**src/nfc_defs.svh**
```systemverilog
// nfc_defs.svh: constants of the nand flash command interface controller
// assumes: included by the package and the controller, 25 MHz clock
`ifndef NFC_DEFS_SVH
`define NFC_DEFS_SVH

`define NFC_CMD_SERIAL_IN 8'h80
`define NFC_CMD_READ_A 8'h00
`define NFC_CMD_READ_B 8'h01
`define NFC_CMD_READ_C 8'h50
`define NFC_CMD_RESET 8'hFF
`define NFC_CMD_PROGRAM 8'h10
`define NFC_CMD_ERASE_SETUP 8'h60
`define NFC_CMD_ERASE_GO 8'hD0
`define NFC_CMD_STATUS 8'h70
`define NFC_CMD_IDENT 8'h90

`define NFC_PAGE_BYTES 528
`define NFC_MAIN_BYTES 512
`define NFC_SPARE_BYTES 16
`define NFC_ADDR_CYCLES 4
`define NFC_ADDR_W 27
`define NFC_CNT_W 10

// address byte field positions
`define NFC_COL_LSB 0
`define NFC_PAGE_LSB 9
`define NFC_HI_LSB 17
`define NFC_TOP_LSB 25

`define NFC_CLK_NS 40
`define NFC_T_WB_NS 100
`define NFC_WB_CYC ((`NFC_T_WB_NS + `NFC_CLK_NS - 1) / `NFC_CLK_NS)
`define NFC_RD_LOW_CYC 3

`endif

```
**src/nfc_pkg.sv**
```systemverilog
// nfc_pkg.sv: types of the nand flash command interface controller
// assumes: nfc_defs.svh on the include path
`default_nettype none
`include "nfc_defs.svh"

package nfc_pkg;

  typedef enum logic [2:0] {NFC_OP_CMD, NFC_OP_ADDR, NFC_OP_WRITE, NFC_OP_READ,
                            NFC_OP_WAIT} nfc_op_e;

  typedef struct packed {
    nfc_op_e op;
    logic [7:0] data;
    logic [`NFC_ADDR_W-1:0] addr;
    logic [`NFC_CNT_W-1:0] count;
    logic last;
  } nfc_req_s;

  typedef struct packed {
    logic cle;
    logic ale;
    logic ce_n;
    logic we_n;
    logic output_strobe_n;
    logic wp_n;
    logic data_pins_oe_n;
    logic [7:0] data_pins_o;
  } nfc_pins_s;

  typedef enum logic [2:0] {S_IDLE, S_GATE, S_WLO, S_WHI, S_RLO, S_RHI,
                            S_WAIT} nfc_state_e;

  typedef struct packed {
    nfc_state_e st;
    nfc_req_s req;
    nfc_pins_s pins;
    logic [1:0] idx;
    logic [`NFC_CNT_W-1:0] cnt;
    logic [1:0] phase;
    logic rb_s1;
    logic rb_s2;
    logic rb_s3;
    logic rb_ready;
    logic [7:0] dq_s1;
    logic [7:0] dq_s2;
    logic [7:0] dq_s3;
    logic [7:0] rd_data;
    logic rd_valid;
    logic done;
    logic req_ready;
  } nfc_ctrl_s;

endpackage

`default_nettype wire

```
**src/nfc_ctrl.sv**
```systemverilog
// nfc_ctrl.sv: host controller driving a byte-wide nand flash over its pins
// assumes: device pins pulled and resolved outside; one 25 MHz clock
`default_nettype none
`include "nfc_defs.svh"

module nfc_ctrl #(
  parameter int FIFO_DEPTH = 4
) (
  input wire logic clk, // clock
  input wire logic resetn, // async reset, active low
  input wire nfc_pkg::nfc_req_s req, // operation request
  input wire logic req_valid, // req offered
  output logic req_ready, // idle, req taken
  input wire logic [7:0] wr_data, // page data byte
  input wire logic wr_valid, // wr_data offered
  output logic wr_ready, // fifo room
  output logic [7:0] rd_data, // byte read from device
  output logic rd_valid, // rd_data pulse
  output logic done, // operation finished pulse
  output logic dev_ready, // filtered ready line level
  input wire logic allow_write, // level: lift program guard
  output nfc_pkg::nfc_pins_s pins, // strobes, selects, data out
  input wire logic [7:0] data_pins_i, // data pins level
  input wire logic ready_busy_n // open-drain ready line level
);
  import nfc_pkg::*;

  nfc_ctrl_s q;
  nfc_ctrl_s n;
  logic [7:0] fifo_data;
  logic fifo_valid;
  logic fifo_pop;
  logic cmd_ok;

  ////////////////////////////////////////////////////////////////////////////
  nfc_fifo #(
    .W(8),
    .D(FIFO_DEPTH)
  ) u_fifo (
    .clk(clk),
    .resetn(resetn),
    .in_data(wr_data),
    .in_valid(wr_valid),
    .in_ready(wr_ready),
    .out_data(fifo_data),
    .out_valid(fifo_valid),
    .out_ready(fifo_pop)
  );

  // address byte i of a 27-bit address, bit 8 never sent
  function automatic logic [7:0] nfc_addr_byte(input logic [`NFC_ADDR_W-1:0] a,
                                               input logic [1:0] i);
    case (i)
      2'h0: nfc_addr_byte = a[`NFC_COL_LSB +: 8];
      2'h1: nfc_addr_byte = a[`NFC_PAGE_LSB +: 8];
      2'h2: nfc_addr_byte = a[`NFC_HI_LSB +: 8];
      default: nfc_addr_byte = {6'h00, a[`NFC_TOP_LSB +: 2]};
    endcase
  endfunction

  ////////////////////////////////////////////////////////////////////////////
  // of the commands, only status and reset may reach a busy device; address, data and read cycles are not held
  assign cmd_ok = q.rb_ready || (q.req.data == `NFC_CMD_STATUS) ||
                  (q.req.data == `NFC_CMD_RESET);
  // guard must not drop on the edge that lowers the write strobe
  assign fifo_pop = (q.st == S_GATE) && (q.req.op == NFC_OP_WRITE) &&
                    fifo_valid && q.pins.wp_n && allow_write;

  always_comb
  begin
    n = q;
    n.done = 1'b0;
    n.rd_valid = 1'b0;
    n.pins.wp_n = allow_write;
    n.rb_s1 = ready_busy_n;
    n.rb_s2 = q.rb_s1;
    n.rb_s3 = q.rb_s2;
    if (q.rb_s2 == q.rb_s3)
      n.rb_ready = q.rb_s3;
    n.dq_s1 = data_pins_i;
    n.dq_s2 = q.dq_s1;
    n.dq_s3 = q.dq_s2;
    case (q.st)
      S_IDLE:
      begin
        if (req_valid && q.req_ready)
        begin
          n.req = req;
          n.idx = 2'h0;
          n.cnt = req.count;
          n.pins.ce_n = 1'b0;
          n.st = S_GATE;
        end
      end
      S_GATE:
      begin
        case (q.req.op)
          NFC_OP_CMD:
            if (cmd_ok)
            begin
              n.pins.cle = 1'b1;
              n.pins.data_pins_o = q.req.data;
              n.pins.data_pins_oe_n = 1'b0;
              n.pins.we_n = 1'b0;
              n.st = S_WLO;
            end
          NFC_OP_ADDR:
          begin
            n.pins.ale = 1'b1;
            n.pins.data_pins_o = nfc_addr_byte(q.req.addr, q.idx);
            n.pins.data_pins_oe_n = 1'b0;
            n.pins.we_n = 1'b0;
            n.st = S_WLO;
          end
          NFC_OP_WRITE:
            if (fifo_pop)
            begin
              // data bytes go out with both latches low and guard high
              n.pins.data_pins_o = fifo_data;
              n.pins.data_pins_oe_n = 1'b0;
              n.pins.we_n = 1'b0;
              n.st = S_WLO;
            end
          NFC_OP_READ:
          begin
            n.pins.data_pins_oe_n = 1'b1;
            n.pins.output_strobe_n = 1'b0;
            n.phase = 2'h0;
            n.st = S_RLO;
          end
          NFC_OP_WAIT:
          begin
            n.cnt = `NFC_CNT_W'(`NFC_WB_CYC);
            n.st = S_WAIT;
          end
          default: n.st = S_IDLE;
        endcase
      end
      S_WLO:
      begin
        n.pins.we_n = 1'b1;
        n.st = S_WHI;
      end
      S_WHI:
      begin
        n.st = S_GATE;
        if (q.req.op == NFC_OP_ADDR)
        begin
          if (q.idx == 2'(`NFC_ADDR_CYCLES - 1))
            n.st = S_IDLE;
          else
            n.idx = 2'(q.idx + 2'h1);
        end
        else if (q.req.op == NFC_OP_WRITE)
        begin
          if (q.cnt <= `NFC_CNT_W'(1))
            n.st = S_IDLE;
          else
            n.cnt = `NFC_CNT_W'(q.cnt - 1'b1);
        end
        else
          n.st = S_IDLE;
        if (n.st == S_IDLE)
        begin
          n.pins.cle = 1'b0;
          n.pins.ale = 1'b0;
          n.pins.data_pins_oe_n = 1'b1;
        end
      end
      S_RLO:
      begin
        n.phase = 2'(q.phase + 2'h1);
        if (q.phase == 2'(`NFC_RD_LOW_CYC - 1))
        begin
          n.pins.output_strobe_n = 1'b1;
          n.st = S_RHI;
        end
      end
      S_RHI:
        if (q.dq_s2 == q.dq_s3)
        begin
          n.rd_data = q.dq_s3;
          n.rd_valid = 1'b1;
          if (q.cnt <= `NFC_CNT_W'(1))
            n.st = S_IDLE;
          else
          begin
            n.cnt = `NFC_CNT_W'(q.cnt - 1'b1);
            n.st = S_GATE;
          end
        end
      S_WAIT:
        if (q.cnt != '0)
          n.cnt = `NFC_CNT_W'(q.cnt - 1'b1);
        else if (q.rb_ready)
          n.st = S_IDLE;
      default: n.st = S_IDLE;
    endcase
    if (q.st != S_IDLE && n.st == S_IDLE)
    begin
      n.done = 1'b1;
      // releasing select lets an idle device drop to standby
      n.pins.ce_n = q.req.last;
    end
    n.req_ready = (n.st == S_IDLE);
  end

  always_ff @(posedge clk or negedge resetn)
  begin
    if (!resetn)
    begin
      q <= '0;
      q.pins.ce_n <= 1'b1;
      q.pins.we_n <= 1'b1;
      q.pins.output_strobe_n <= 1'b1;
      q.pins.data_pins_oe_n <= 1'b1;
      q.req_ready <= 1'b1;
    end
    else
      q <= n;
  end

  assign req_ready = q.req_ready;
  assign rd_data = q.rd_data;
  assign rd_valid = q.rd_valid;
  assign done = q.done;
  assign dev_ready = q.rb_ready;
  assign pins = q.pins;
endmodule

`default_nettype wire

```
**src/nfc_fifo.sv**
```systemverilog
// nfc_fifo.sv: small write-data fifo with valid and ready on both sides
// assumes: one clock, asynchronous active-low reset
`default_nettype none

module nfc_fifo #(
  parameter int W = 8,
  parameter int D = 4
) (
  input wire logic clk, // clock
  input wire logic resetn, // async reset, active low
  input wire logic [W-1:0] in_data, // byte to store
  input wire logic in_valid, // in_data offered
  output logic in_ready, // room for a byte
  output logic [W-1:0] out_data, // oldest byte
  output logic out_valid, // a byte is held
  input wire logic out_ready // oldest byte taken
);

  localparam int AW = (D > 1) ? $clog2(D) : 1;
  localparam int CW = $clog2(D + 1);

  typedef struct packed {
    logic [D-1:0][W-1:0] mem;
    logic [AW-1:0] wr;
    logic [AW-1:0] rd;
    logic [CW-1:0] cnt;
    logic in_ready;
  } nfc_fifo_s;

  nfc_fifo_s q;
  nfc_fifo_s n;
  logic push;
  logic pop;

  function automatic logic [AW-1:0] nfc_bump(input logic [AW-1:0] p);
    nfc_bump = (p == AW'(D - 1)) ? '0 : AW'(p + 1'b1);
  endfunction

  assign in_ready = q.in_ready;
  assign out_valid = (q.cnt != '0);
  assign out_data = q.mem[q.rd];
  assign push = in_valid && q.in_ready;
  assign pop = out_valid && out_ready;

  always_comb
  begin
    n = q;
    if (push)
    begin
      n.mem[q.wr] = in_data;
      n.wr = nfc_bump(q.wr);
    end
    if (pop)
      n.rd = nfc_bump(q.rd);
    if (push && !pop)
      n.cnt = CW'(q.cnt + 1'b1);
    else if (pop && !push)
      n.cnt = CW'(q.cnt - 1'b1);
    n.in_ready = (n.cnt != CW'(D));
  end

  always_ff @(posedge clk or negedge resetn)
  begin
    if (!resetn)
    begin
      q <= '0;
      q.in_ready <= 1'b1;
    end
    else
      q <= n;
  end

endmodule

`default_nettype wire

```
**config.mk**
```make
export PLATFORM = sky130hd
export DESIGN_NAME = nfc_ctrl
export DESIGN_NICKNAME = d
export VERILOG_FILES = /design/src/nfc_pkg.sv /design/src/nfc_ctrl.sv /design/src/nfc_fifo.sv
export VERILOG_INCLUDE_DIRS = /design/src
export SDC_FILE = /design/constraint.sdc
export NUM_CORES = 1
export LEC_CHECK = 0
export ABC_AREA = 0
export ABC_CLOCK_PERIOD_IN_PS = 2830
export BUFFER_PORTS_ARGS = -buffer_cell sky130_fd_sc_hd__buf_2
export CAP_MARGIN = 20
export CORE_UTILIZATION = 35
export CTS_BUF_LIST = sky130_fd_sc_hd__clkbuf_16
export DETAILED_ROUTE_END_ITERATION = 7
export MAX_ROUTING_LAYER = met4
export PLACE_DENSITY_LB_ADDON = 0.3
export SKIP_LAST_GASP = 1
export SYNTH_ARGS = -nofsm -noshare
export SYNTH_HDL_FRONTEND = slang
export SYNTH_HIERARCHICAL = 1
export SYNTH_SLANG_ARGS = --single-unit
```
**constraint.sdc**
```tcl
create_clock -name clk -period 2.83 [get_ports clk]
set_clock_uncertainty 0.1 [all_clocks]
set_input_delay 0 -clock clk [delete_from_list [all_inputs] [get_ports clk]]
set_output_delay 0 -clock clk [all_outputs]
set_load 0.01 [all_outputs]
```
# ---- Word-level counts from Yosys, hierarchy flattened
# Cells that the tools add are included.
dict set report op_classes {
  add_sub_neg 7
  order_cmp 4
  eq_ne 41
  n_mux 61
  n_reduce_logical 43
}
# cell count
set ops {}
lappend ops {{two-way mux 10 bit} 6}
lappend ops {{two-way mux 52 bit} 1}
lappend ops {{case mux 10 bit (5 select lines)} 1}
lappend ops {{case mux 8 bit (3 select lines)} 2}
lappend ops {{two-way mux 3 bit} 11}
lappend ops {{bitwise mux 32 bit} 1}
lappend ops {{inequality test 2 bit, second input constant} 11}
lappend ops {{case mux 3 bit (7 select lines)} 1}
lappend ops {{two-way mux 9 bit} 2}
lappend ops {{binary-select mux 8 bit (select 2 bit)} 1}
lappend ops {{demux 8 bit (select 2 bit)} 1}
lappend ops {{two-way mux 1 bit} 16}
lappend ops {{two-way mux 8 bit} 2}
lappend ops {{AND reduction 4 bit} 4}
lappend ops {{case mux 3 bit (5 select lines)} 1}
lappend ops {{== test 3 x 2 -> 1 bit, second input constant} 4}
lappend ops {{== test 3 bit, second input constant} 4}
lappend ops {{zero test 3 bit} 4}
lappend ops {{two-way mux 12 bit} 1}
lappend ops {{two-way mux 2 bit} 6}
lappend ops {{case mux 2 bit (2 select lines)} 3}
lappend ops {{nonzero test 2 bit} 6}
lappend ops {{logical AND 1 bit} 11}
lappend ops {{== test 2 bit, second input constant} 5}
lappend ops {{31 further kinds} 51}
dict set report totals {
  register_bits 160
  inputBits 71
}

# ---- Depth between registers and ports, before layout
# Gate-level depths: netlist (run 1).
dict set report logic_depth {
  ltp_word 12
  mapped_depth 9
  ltp_nobuf 9
}

# ---- By module
# Netlist (run 1), hierarchy kept.
# mod instances cells_per_inst area_per_inst_um2
set by_module_without_submodules {}
lappend by_module_without_submodules {nfc_ctrl 1 418 4918.5}
lappend by_module_without_submodules {nfc_fifo 1 129 2108.3}

# ---- Worst setup path after synthesis (run 1)
# No wires, ideal clock.
dict set report synth_path {
  path_type {reg-to-reg}
  from {register q[108] (netlist name)}
  to {register pins[12] (netlist name)}
  setup_ns 0.085
  t_arrival_ns 2.281
  path_slack_ns 0.364
  stages_incl_launch_ff 8
  n_path_buf 0
  cell_sequence {dfrtp_1 > or4_1 > mux2i_1 > a41o_2 > o21ai_2 > or3_4 > nor4_4 > mux2_1}
}
# item line
set synth_lines {}
lappend synth_lines {{start: declaration} nfc_ctrl.sv:28} ;# nfc_ctrl_s q;
lappend synth_lines {{start signal: assignment} nfc_ctrl.sv:220} ;# q <= n;

==> results_dict.tcl, run 1 <==
set metrics [dict create \
    outcome "complete, no violations" \
    grt_max_degree 64 \
    wl_per_cell_microns 15.98 \
    antenna_found_initial 0 \
    syn-instance-count 547 \
    synthTopCellsByCount "143 x dfrtp_1, 55 x mux2_2, 33 x mux2_4, 32 x nor2_1, 32 x o21ai_0" \
    core_sq_mm 0.01959 \
    ys.flop_type "dfrtp_1" \
    reg2reg_from "q[108]" \
    die_x_microns 143.7 \
    syn_area_sq_mm 0.007027 \
    tightest_slew_ps 616.4 \
    layout.nets 786 \
    diodes 0 \
    io_buffers 97 \
    cp_cell_sequence "or4_1 > mux2i_1 > a41o_2 > o21ai_2 > or3_4 > nor4_4 > mux2_1" \
    synth_fa_ha_area_frac 0.02991 \
    numCtsBuffers 17 \
    rsz0062_at_grt "false" \
    routed_wl_microns 15600 \
    crit_slowest_cell "or4_1" \
    final_area_sq_mm 0.008991 \
    final_antenna_net_count 0 \
    drive_above_1_share 0.3629 \
    final_util 0.4590 \
    yosysWarnings 6 \
    maxSlewHeadroom 0.5891 \
    worstPathRequired_ps 3070 \
    cp-end-kind "register" \
    fin_total_pwr_mw 9.277 \
    finalCritPeriodShare 0.9344 \
    die_area_sq_mm 0.02065 \
    hold_ws_ps 39.85 \
    dpl_cell_area_sq_mm 0.007696 \
    startpoint "q[108]" \
    fin_cells 976 \
    dp_cells 876 \
    die_y_microns 143.7 \
    synthArstFlopShare 1.000 \
    clock_latency_ps 420 \
    synth_seq_cells 149 \
    setup_viol_count_final 0 \
    cp_slowest_stage_delay_ps 510 \
    grt_pass1_wl_microns 25800 \
    crit_path_end "pins[12]" \
    period_needed_ps 2644 \
    num_vias 4755 \
    rr_endpoint "pins[12]" \
    maxCapViolations 0 \
    grt_overflow 0 \
    clkTransAtPathRegs_ps 70 \
    ys_types 64 \
    row_count 51 \
    p_leak_nw 4.098 \
    multiInputGateArea_sq_mm 0.002987 \
    synthMuxAreaShare 0.1918 \
    cts-root-buf "clkbuf_16" \
    path_delay_family "simple AND/OR/NAND/NOR gates" \
    drtPass1Iterations 4 \
    synth_edf_count 0 \
    worstSetupPathType "register to register" \
    fmax_mhz 378.2 \
    r2r_slack_ps 190 \
    yosys.area_share.simple 0.08957 \
    drt_iter0_drc 312 \
    synth_area_leaders "dfrtp_1 51%, mux2_2 8.8%, mux2_4 7.1%" \
    finalWorstSetupSlack_ps 185.6 \
    start_kind "register" \
    htreeDepth 4 \
    min_path_type "input pin to asynchronous set/reset pin" \
    irDropWorstVdd_v 0.0003766 \
    nFillCells 1774 \
    hpwl_microns 11090 \
    drv_slew 0 \
    synth_xor_area_frac 0.01246 \
    drcViolationCount 0 \
    clock_path_buffers 2 \
    synth.most_common_cell "dfrtp_1" \
    synth_top_family_by_area "multiplexers" \
    clkSinkCount 149 \
    syn_area_per_cell_sq_um 12.85 \
    yosysTopAreaCell "dfrtp_1" \
    place.gp.congestion 0.8417 \
    vias_per_cell 4.872 \
    reg2reg_depth 7 \
    hold_violations 0 \
    worstPathMaxFanout 4 \
    cts_tree "done" \
    setup-tns-final_ps 0 \
    io-pin-count 99 \
    synth_top_area_share 0.5093 \
    critical_path_arrival_ps 2880 \
    cp_num_buf_inv 0 \
    pre_cts_slack_ps 132.0 \
    power_density_mw_per_mm2 1032 \
    synth_compound_area_frac 0.09936 \
    synth_seq_area_share 0.5317 \
    syn_to_final_growth_pct 27.96 \
    grt.total_usage 0.1686 \
    seq_area_sq_mm 0.003736 \
    initial_core_util 0.3587 \
    crit_cells 7 \
    grt_pass1_vias 4918 \
    syn_nets 634 \
]
## worst reg2reg max path, cell delays in order (launching register included)
cell     delay, ps
dfrtp_1        400
or4_1          510
mux2i_1        170
a41o_2         260
o21ai_2         70
or3_4          410
nor4_4         290
mux2_1         350
## logic make-up after synthesis
kind of cell,after synthesis
muxes,101
xor gates and xnor gates,10
and+or+nand+nor,109
buffers and inverters,57
adders and majority gates,17
AOI/OAI and AO/OA,104
DFF,149
## cell type report
cell class / count / area share
flip-flops and latches: 149 / 0.4155
clock buffers: 17 / 0.04731
well taps: 265 / 0.03688
repair buffers: 177 / 0.1432
inverters: 13 / 0.005427
multi-input cells: 341 / 0.3322
clock inverters: 14 / 0.01948
## metal layers
| metal | track usage | vias up | wire, microns |
|---|---|---|---|
| li1 | - | 2270 | - |
| met4 | 0.06943 | 0 | 227 |
| met5 | - | - | 0 |
| met2 | 0.2601 | 96 | 7638 |
| met1 | 0.2164 | 2372 | 7296 |
| met3 | 0.03399 | 17 | 435 |
## placed cells by master, fill, tap and decap left out, types with 10 or more instances in the layout
cell and n:
nor3_1 10, clkbuf_16 17, ha_1 16, a21oi_1 17, a22oi_1 10, xnor2_1 10
mux2_2 55, buf_4 10, nor2_1 32, buf_2 96, nand2_1 18, inv_1 13
mux2_4 33, dfrtp_1 143, dlygate4sd3_1 68, o21ai_0 32
## how the worst min path moves through the flow
stage / start / to / slack, ps / cells after the start
2_1_floorplan: resetn / dev_ready / -400 / 0
3_3_place_gp: resetn / q[16] / -90 / 1
3_5_place_dp: resetn / q[16] / -70 / 1
4_1_cts: resetn / n[36] / 50 / 2
5_1_grt: resetn / u_fifo/q[3] / 90 / 2
6_report: resetn / q[16] / 40 / 2
## what timing repair did
action,CTS,global route
hold buffers,68,0
gates resized for setup,0,1
hold endpoints to repair,207,0
setup buffers,0,1
setup endpoints to repair,0,9
## power breakdown
part / switching, mW / internal (mW)
Clock: 0.916 / 1.39
Sequential: 0.627 / 2.95
Combinational: 1.63 / 1.76
Total: 3.17 / 6.10
## flip-flops by register name (all words and copies together) (netlist names)
register	flops
q	64
u_fifo/q	39
n	18
pins	15
rd_data	8
dev_ready	1
done	1
rd_valid	1
req_ready	1
u_fifo/in_ready	1
No activity file was read; power rests on OpenSTA's default activity.
==> inputs of run 2 (changes only) <==
Settings changed: ABC_CLOCK_PERIOD_IN_PS 2830 to 2570, SYNTH_HIERARCHICAL 1 to default.
Clock period 2.83 ns to 2.57 ns, I/O delays scaled along.
==> run 2 against run 1 <==
Against the previous run: synthesized cell count grew 4.0%; sequential share of layout area grew 0.36 points; power grew 3.1%; register-to-register slack is essentially flat; critical path type unchanged; largest cell class unchanged.
==> results_dict.tcl, run 2 <==
set metrics [dict create \
    worstPathRequired_ps 2830 \
    drcViolationCount 0 \
    yosysWarnings 0 \
    grt_pass1_vias 5170 \
    grt_overflow 0 \
    grt_pass1_wl_microns 26480 \
    clock_path_buffers 2 \
    synth_seq_cells 149 \
    syn_nets 656 \
    syn-instance-count 569 \
    synth.most_common_cell "dfrtp_1" \
    diodes 0 \
    maxSlewHeadroom 0.5897 \
    layout.nets 806 \
    clock_latency_ps 430 \
    ys.flop_type "dfrtp_1" \
    synth_seq_area_share 0.5358 \
    synth_top_area_share 0.5132 \
    critical_path_arrival_ps 2640 \
    start_kind "register" \
    dp_cells 896 \
    hold_violations 0 \
    io_buffers 97 \
    drtPass1Iterations 5 \
    cp-end-kind "register" \
    power_density_mw_per_mm2 1074 \
    fin_cells 997 \
    outcome "complete, no violations" \
    grtUsageMet2 0.2819 \
    setup-tns-final_ps 0 \
    routed_wl_microns 16340 \
    row_count 51 \
    p_leak_nw 4.006 \
    synth_edf_count 0 \
    mostFrequentLayoutCells "143 x dfrtp_1, 96 x buf_2, 78 x mux2_2" \
    met3_usage 0.03454 \
    die_y_microns 143.1 \
    regMostFlops "q" \
    rsz0062_at_grt "false" \
    place.gp.congestion 0.8736 \
    largest_reg_flops 64 \
    drt_iter0_drc 312 \
    grt.total_usage 0.1745 \
    post_cts_buffers 0 \
    clkTransAtPathRegs_ps 60 \
    cts-root-buf "clkbuf_16" \
    drive_above_1_share 0.3443 \
    wl_per_cell_microns 16.39 \
    busiest_layer "met2" \
    finalCritPeriodShare 0.9269 \
    worstSetupPathType "register to register" \
    grt_max_degree 65 \
    synth_area_leaders "dfrtp_1 51%, mux2_2 13%, ha_1 2.9%" \
    tightest_slew_ps 615.4 \
    syn_area_per_cell_sq_um 12.25 \
    die_x_microns 143.1 \
    syn_to_final_growth_pct 27.83 \
    vias_per_cell 5.022 \
    fmax_mhz 419.8 \
    numCtsBuffers 17 \
    final_antenna_net_count 0 \
    ys_types 68 \
    syn_area_sq_mm 0.006973 \
    yosysTopAreaCell "dfrtp_1" \
    clkSinkCount 149 \
    antenna_found_initial 0 \
    min_path_type "input pin to asynchronous set/reset pin" \
    hpwl_microns 11360 \
    core_sq_mm 0.01953 \
    cts_tree "done" \
    setup_viol_count_final 0 \
    io-pin-count 99 \
    synthTopCellsByCount "143 x dfrtp_1, 78 x mux2_2, 41 x nand2_1, 35 x nor2_1, 26 x buf_4" \
    period_needed_ps 2382 \
    synthArstFlopShare 1.000 \
    final_common_cell "dfrtp_1" \
    num_vias 5007 \
    initial_core_util 0.3571 \
    die_area_sq_mm 0.02049 \
    irDropWorstVdd_v 0.0004640 \
    worstPathMaxFanout 6 \
    maxCapViolations 0 \
    drv_slew 0 \
    htreeDepth 4 \
    grtUsageMet1 0.2180 \
]
==> run 2: per-layer routing <==
metal  up-vias  share of wire
met1      2519           0.45
met4         0          0.014
met5         -              0
li1       2333              -
met2       135           0.50
met3        20          0.038
==> run 2: logic make-up (layout without fill, tap and decap cells) <==
| kind of cell | Yosys count | after routing | share of synthesized area |
|---|---|---|---|
| DFF | 149 | 149 | 0.5358 |
| and+or+nand+nor | 128 | 128 | 0.09816 |
| AOI/OAI and AO/OA | 105 | 105 | 0.1062 |
| muxes | 91 | 91 | 0.1601 |
| xor gates and xnor gates | 12 | 12 | 0.01615 |
| buffers and inverters | 65 | 228 | 0.05060 |
| adders and majority gates | 19 | 19 | 0.03302 |
==> run 2: worst paths after layout <==
kind	startpoint	end	slack, ps	depth (start not counted)
max	q[44]	pins[12]	190	6
min	resetn	n[19]	20	2
max reg2reg	q[44]	pins[12]	190	6
min reg2reg	n[23]	n[15]	250	0
max in group asynchronous	resetn	u_fifo.in_ready	1540	3
min in group clk	req_valid	q[117]	40	5
==> run 2: stage by stage <==
stage	hold WS (ps)	cell area (sq um)	setup slack [ps]	util	power (mW)
after global placement	-80.95	7631	222.9	0.3908	6.851
after CTS	39.52	8904	148.4	0.4560	9.652
final	18.37	8914	187.8	0.4565	9.569
after floorplan	-395.6	6973	345.4	-	6.223
after detailed placement	-64.99	7631	130.0	0.3908	7.062
after global routing	84.23	8914	69.54	0.4565	10.22
==> run 2: layout make-up <==
class	count	area (sq um)
Fill cell	1828	10610
Sequential cell	149	3736
Multi-Input combinational cell	355	2888
Timing Repair Buffer	179	1303
Clock buffer	17	425.4
Tap cell	265	331.6
Clock inverter	15	166.4
Inverter	17	63.81
==> run 2: repair_timing <==
item	CTS	global route
hold buffers	68	0
resized for setup	0	1
endpoints found under the hold margin	217	0
endpoints found under the setup margin	0	1
==> run 2: worst max-delay path, cell delays in order (launching register included) <==
cell and delay, ps:
dfrtp_1 430, nor4_4 450, and2_4 260, a41oi_1 160, a211oi_2 310, nand4bb_1 250
mux2_4 350
==> run 2: where the power goes <==
group	switching [mW]	internal [mW]
clock	1.10	1.38
sequential	0.655	3.23
combinational	1.63	1.58
==> inputs of run 3 (changes only) <==
Settings changed: SLEW_MARGIN from default to 20, SYNTH_HIERARCHICAL from default to 1.
==> run 3 against run 2 <==
Against the previous run: core utilization grew 1.3 points; wire length decreased by 2.5%; via count down 2.6%.
==> results_dict.tcl, run 3 (synthesis results as in run 1) <==
set metrics [dict create \
    grtUsageMet2 0.2767 \
    grt_pass1_vias 5206 \
    start_kind "register" \
    largest_reg_flops 64 \
    grt_max_degree 62 \
    clock_latency_ps 420 \
    worstPathMaxFanout 2 \
    place.gp.congestion 0.8319 \
    critical_path_arrival_ps 2700 \
    syn_to_final_growth_pct 30.88 \
    drcViolationCount 0 \
    fin_cells 998 \
    grt.total_usage 0.1722 \
    drtPass1Iterations 4 \
    numCtsBuffers 17 \
    startpoint "q[108]" \
    finalCritPeriodShare 0.9554 \
    routed_wl_microns 15940 \
    vias_per_cell 4.888 \
    row_count 51 \
    wl_per_cell_microns 15.97 \
    io_buffers 97 \
    num_vias 4878 \
    cts_tree "done" \
    pre_cts_slack_ps -52.78 \
    die_y_microns 143.7 \
    hold_violations 0 \
    dp_cells 897 \
    hpwl_microns 11050 \
    core_sq_mm 0.01959 \
    grt_overflow 0 \
    final_common_cell "dfrtp_1" \
    clock_path_buffers 2 \
    antenna_found_initial 0 \
    irDropWorstVdd_v 0.0004191 \
    setup_viol_count_final 0 \
    die_x_microns 143.7 \
    min_path_type "input pin to asynchronous set/reset pin" \
    worstSetupPathType "register to register" \
    rsz0062_at_grt "false" \
    cp-end-kind "register" \
    outcome "complete, no violations" \
    regMostFlops "q" \
    period_needed_ps 2455 \
    setup-tns-final_ps 0 \
    crit_slowest_cell "or4_1" \
    worstPathRequired_ps 2810 \
    mostFrequentLayoutCells "143 x dfrtp_1, 96 x buf_2, 68 x dlygate4sd3_1" \
    p_leak_nw 4.221 \
    clkTransAtPathRegs_ps 60 \
    maxCapViolations 0 \
    clkSinkCount 149 \
    cts-root-buf "clkbuf_16" \
    drt_iter0_drc 397 \
    drive_above_1_share 0.3861 \
    final_util 0.4694 \
    drv_slew 0 \
    tightest_slew_ps 557.9 \
    maxSlewHeadroom 0.6281 \
    grtUsageMet1 0.2123 \
    finalWorstSetupSlack_ps 114.7 \
    cp_cell_sequence "or4_1 > mux2i_1 > a41o_2 > o21ai_2 > or3_4 > nor4_4 > mux2_1" \
    layout.nets 808 \
    reg2reg_from "q[108]" \
    hold_ws_ps 8.277 \
    grt_pass1_wl_microns 26180 \
    cp_slowest_stage_delay_ps 510 \
    htreeDepth 4 \
    met3_usage 0.03699 \
    diodes 0 \
    fmax_mhz 407.3 \
    power_density_mw_per_mm2 1155 \
    io-pin-count 99 \
    initial_core_util 0.3587 \
    final_antenna_net_count 0 \
    busiest_layer "met2" \
    die_area_sq_mm 0.02065 \
]
[run 3: cell count changes in the layout (fill, tap and decap cells not counted), moves of 7 or more]
cell,before,now
xor2_1,8,0
xnor2_1,3,10
mux2_2,78,55
nand2_1,41,18
o21ai_1,13,1
o21ai_0,18,32
a22oi_1,0,10
mux2_4,1,33
buf_4,12,32
a221oi_1,8,1
nand2b_1,0,7
[run 3: cell type report]
class,count,area [sq um]
Sequential cell,149,3736
Timing Repair Buffer,199,1453
Clock buffer,17,425.4
Clock inverter,14,202.7
Multi-Input combinational cell,341,2999
Inverter,13,48.80
Fill cell,1745,10390
Tap cell,265,331.6
[run 3: worst max-delay path, delay by kind of cell (launching register included)]
family	cells	cell delay, ps
AOI/OAI and AO/OA	2	310
muxes	2	490
DFF	1	380
and+or+nand+nor	3	1100
[run 3: per-stage QoR]
stage | area (sq um) | power (mW)
2_1_floorplan | 7027 | 6.691
3_3_place_gp | 7854 | 7.682
3_5_place_dp | 7854 | 7.862
4_1_cts | 9176 | 10.69
5_1_grt | 9196 | 11.31
6_report | 9196 | 10.62
[run 3: layer usage]
metal / routed length (microns) / vias to the layer above / part of all wire
li1: - / 2309 / -
met1: 7178 / 2438 / 0.45
met2: 7901 / 109 / 0.50
met3: 585 / 22 / 0.037
met4: 272 / 0 / 0.017
met5: 0 / - / 0
[run 3: timing repair]
action / 4_1_cts / 5_1_grt
resized for setup: 1 / 3
endpoints found under the setup margin: 9 / 12
endpoints found under the hold margin: 205 / 0
hold buffers: 68 / 0
setup buffers: 1 / 1
pin swaps: 2 / 1
[run 3: worst paths after layout]
| path | to | slack [ps] | cells past startpoint |
|---|---|---|---|
| min reg2reg | n[15] | 250 | 0 |
| max reg2reg | pins[12] | 110 | 7 |
| min in group clk | n[20] | 110 | 2 |
| min | n[22] | 8 | 2 |
| max in group asynchronous | q[92] | 1520 | 3 |
| max | pins[12] | 110 | 7 |
[run 3: power breakdown]
| part | leakage [nW] | total, mW | internal [mW] | switching (mW) |
|---|---|---|---|---|
| Sequential | 1.83 | 3.87 | 3.25 | 0.622 |
| Clock | 0.304 | 2.66 | 1.64 | 1.03 |
| Combinational | 2.09 | 4.08 | 2.16 | 1.92 |
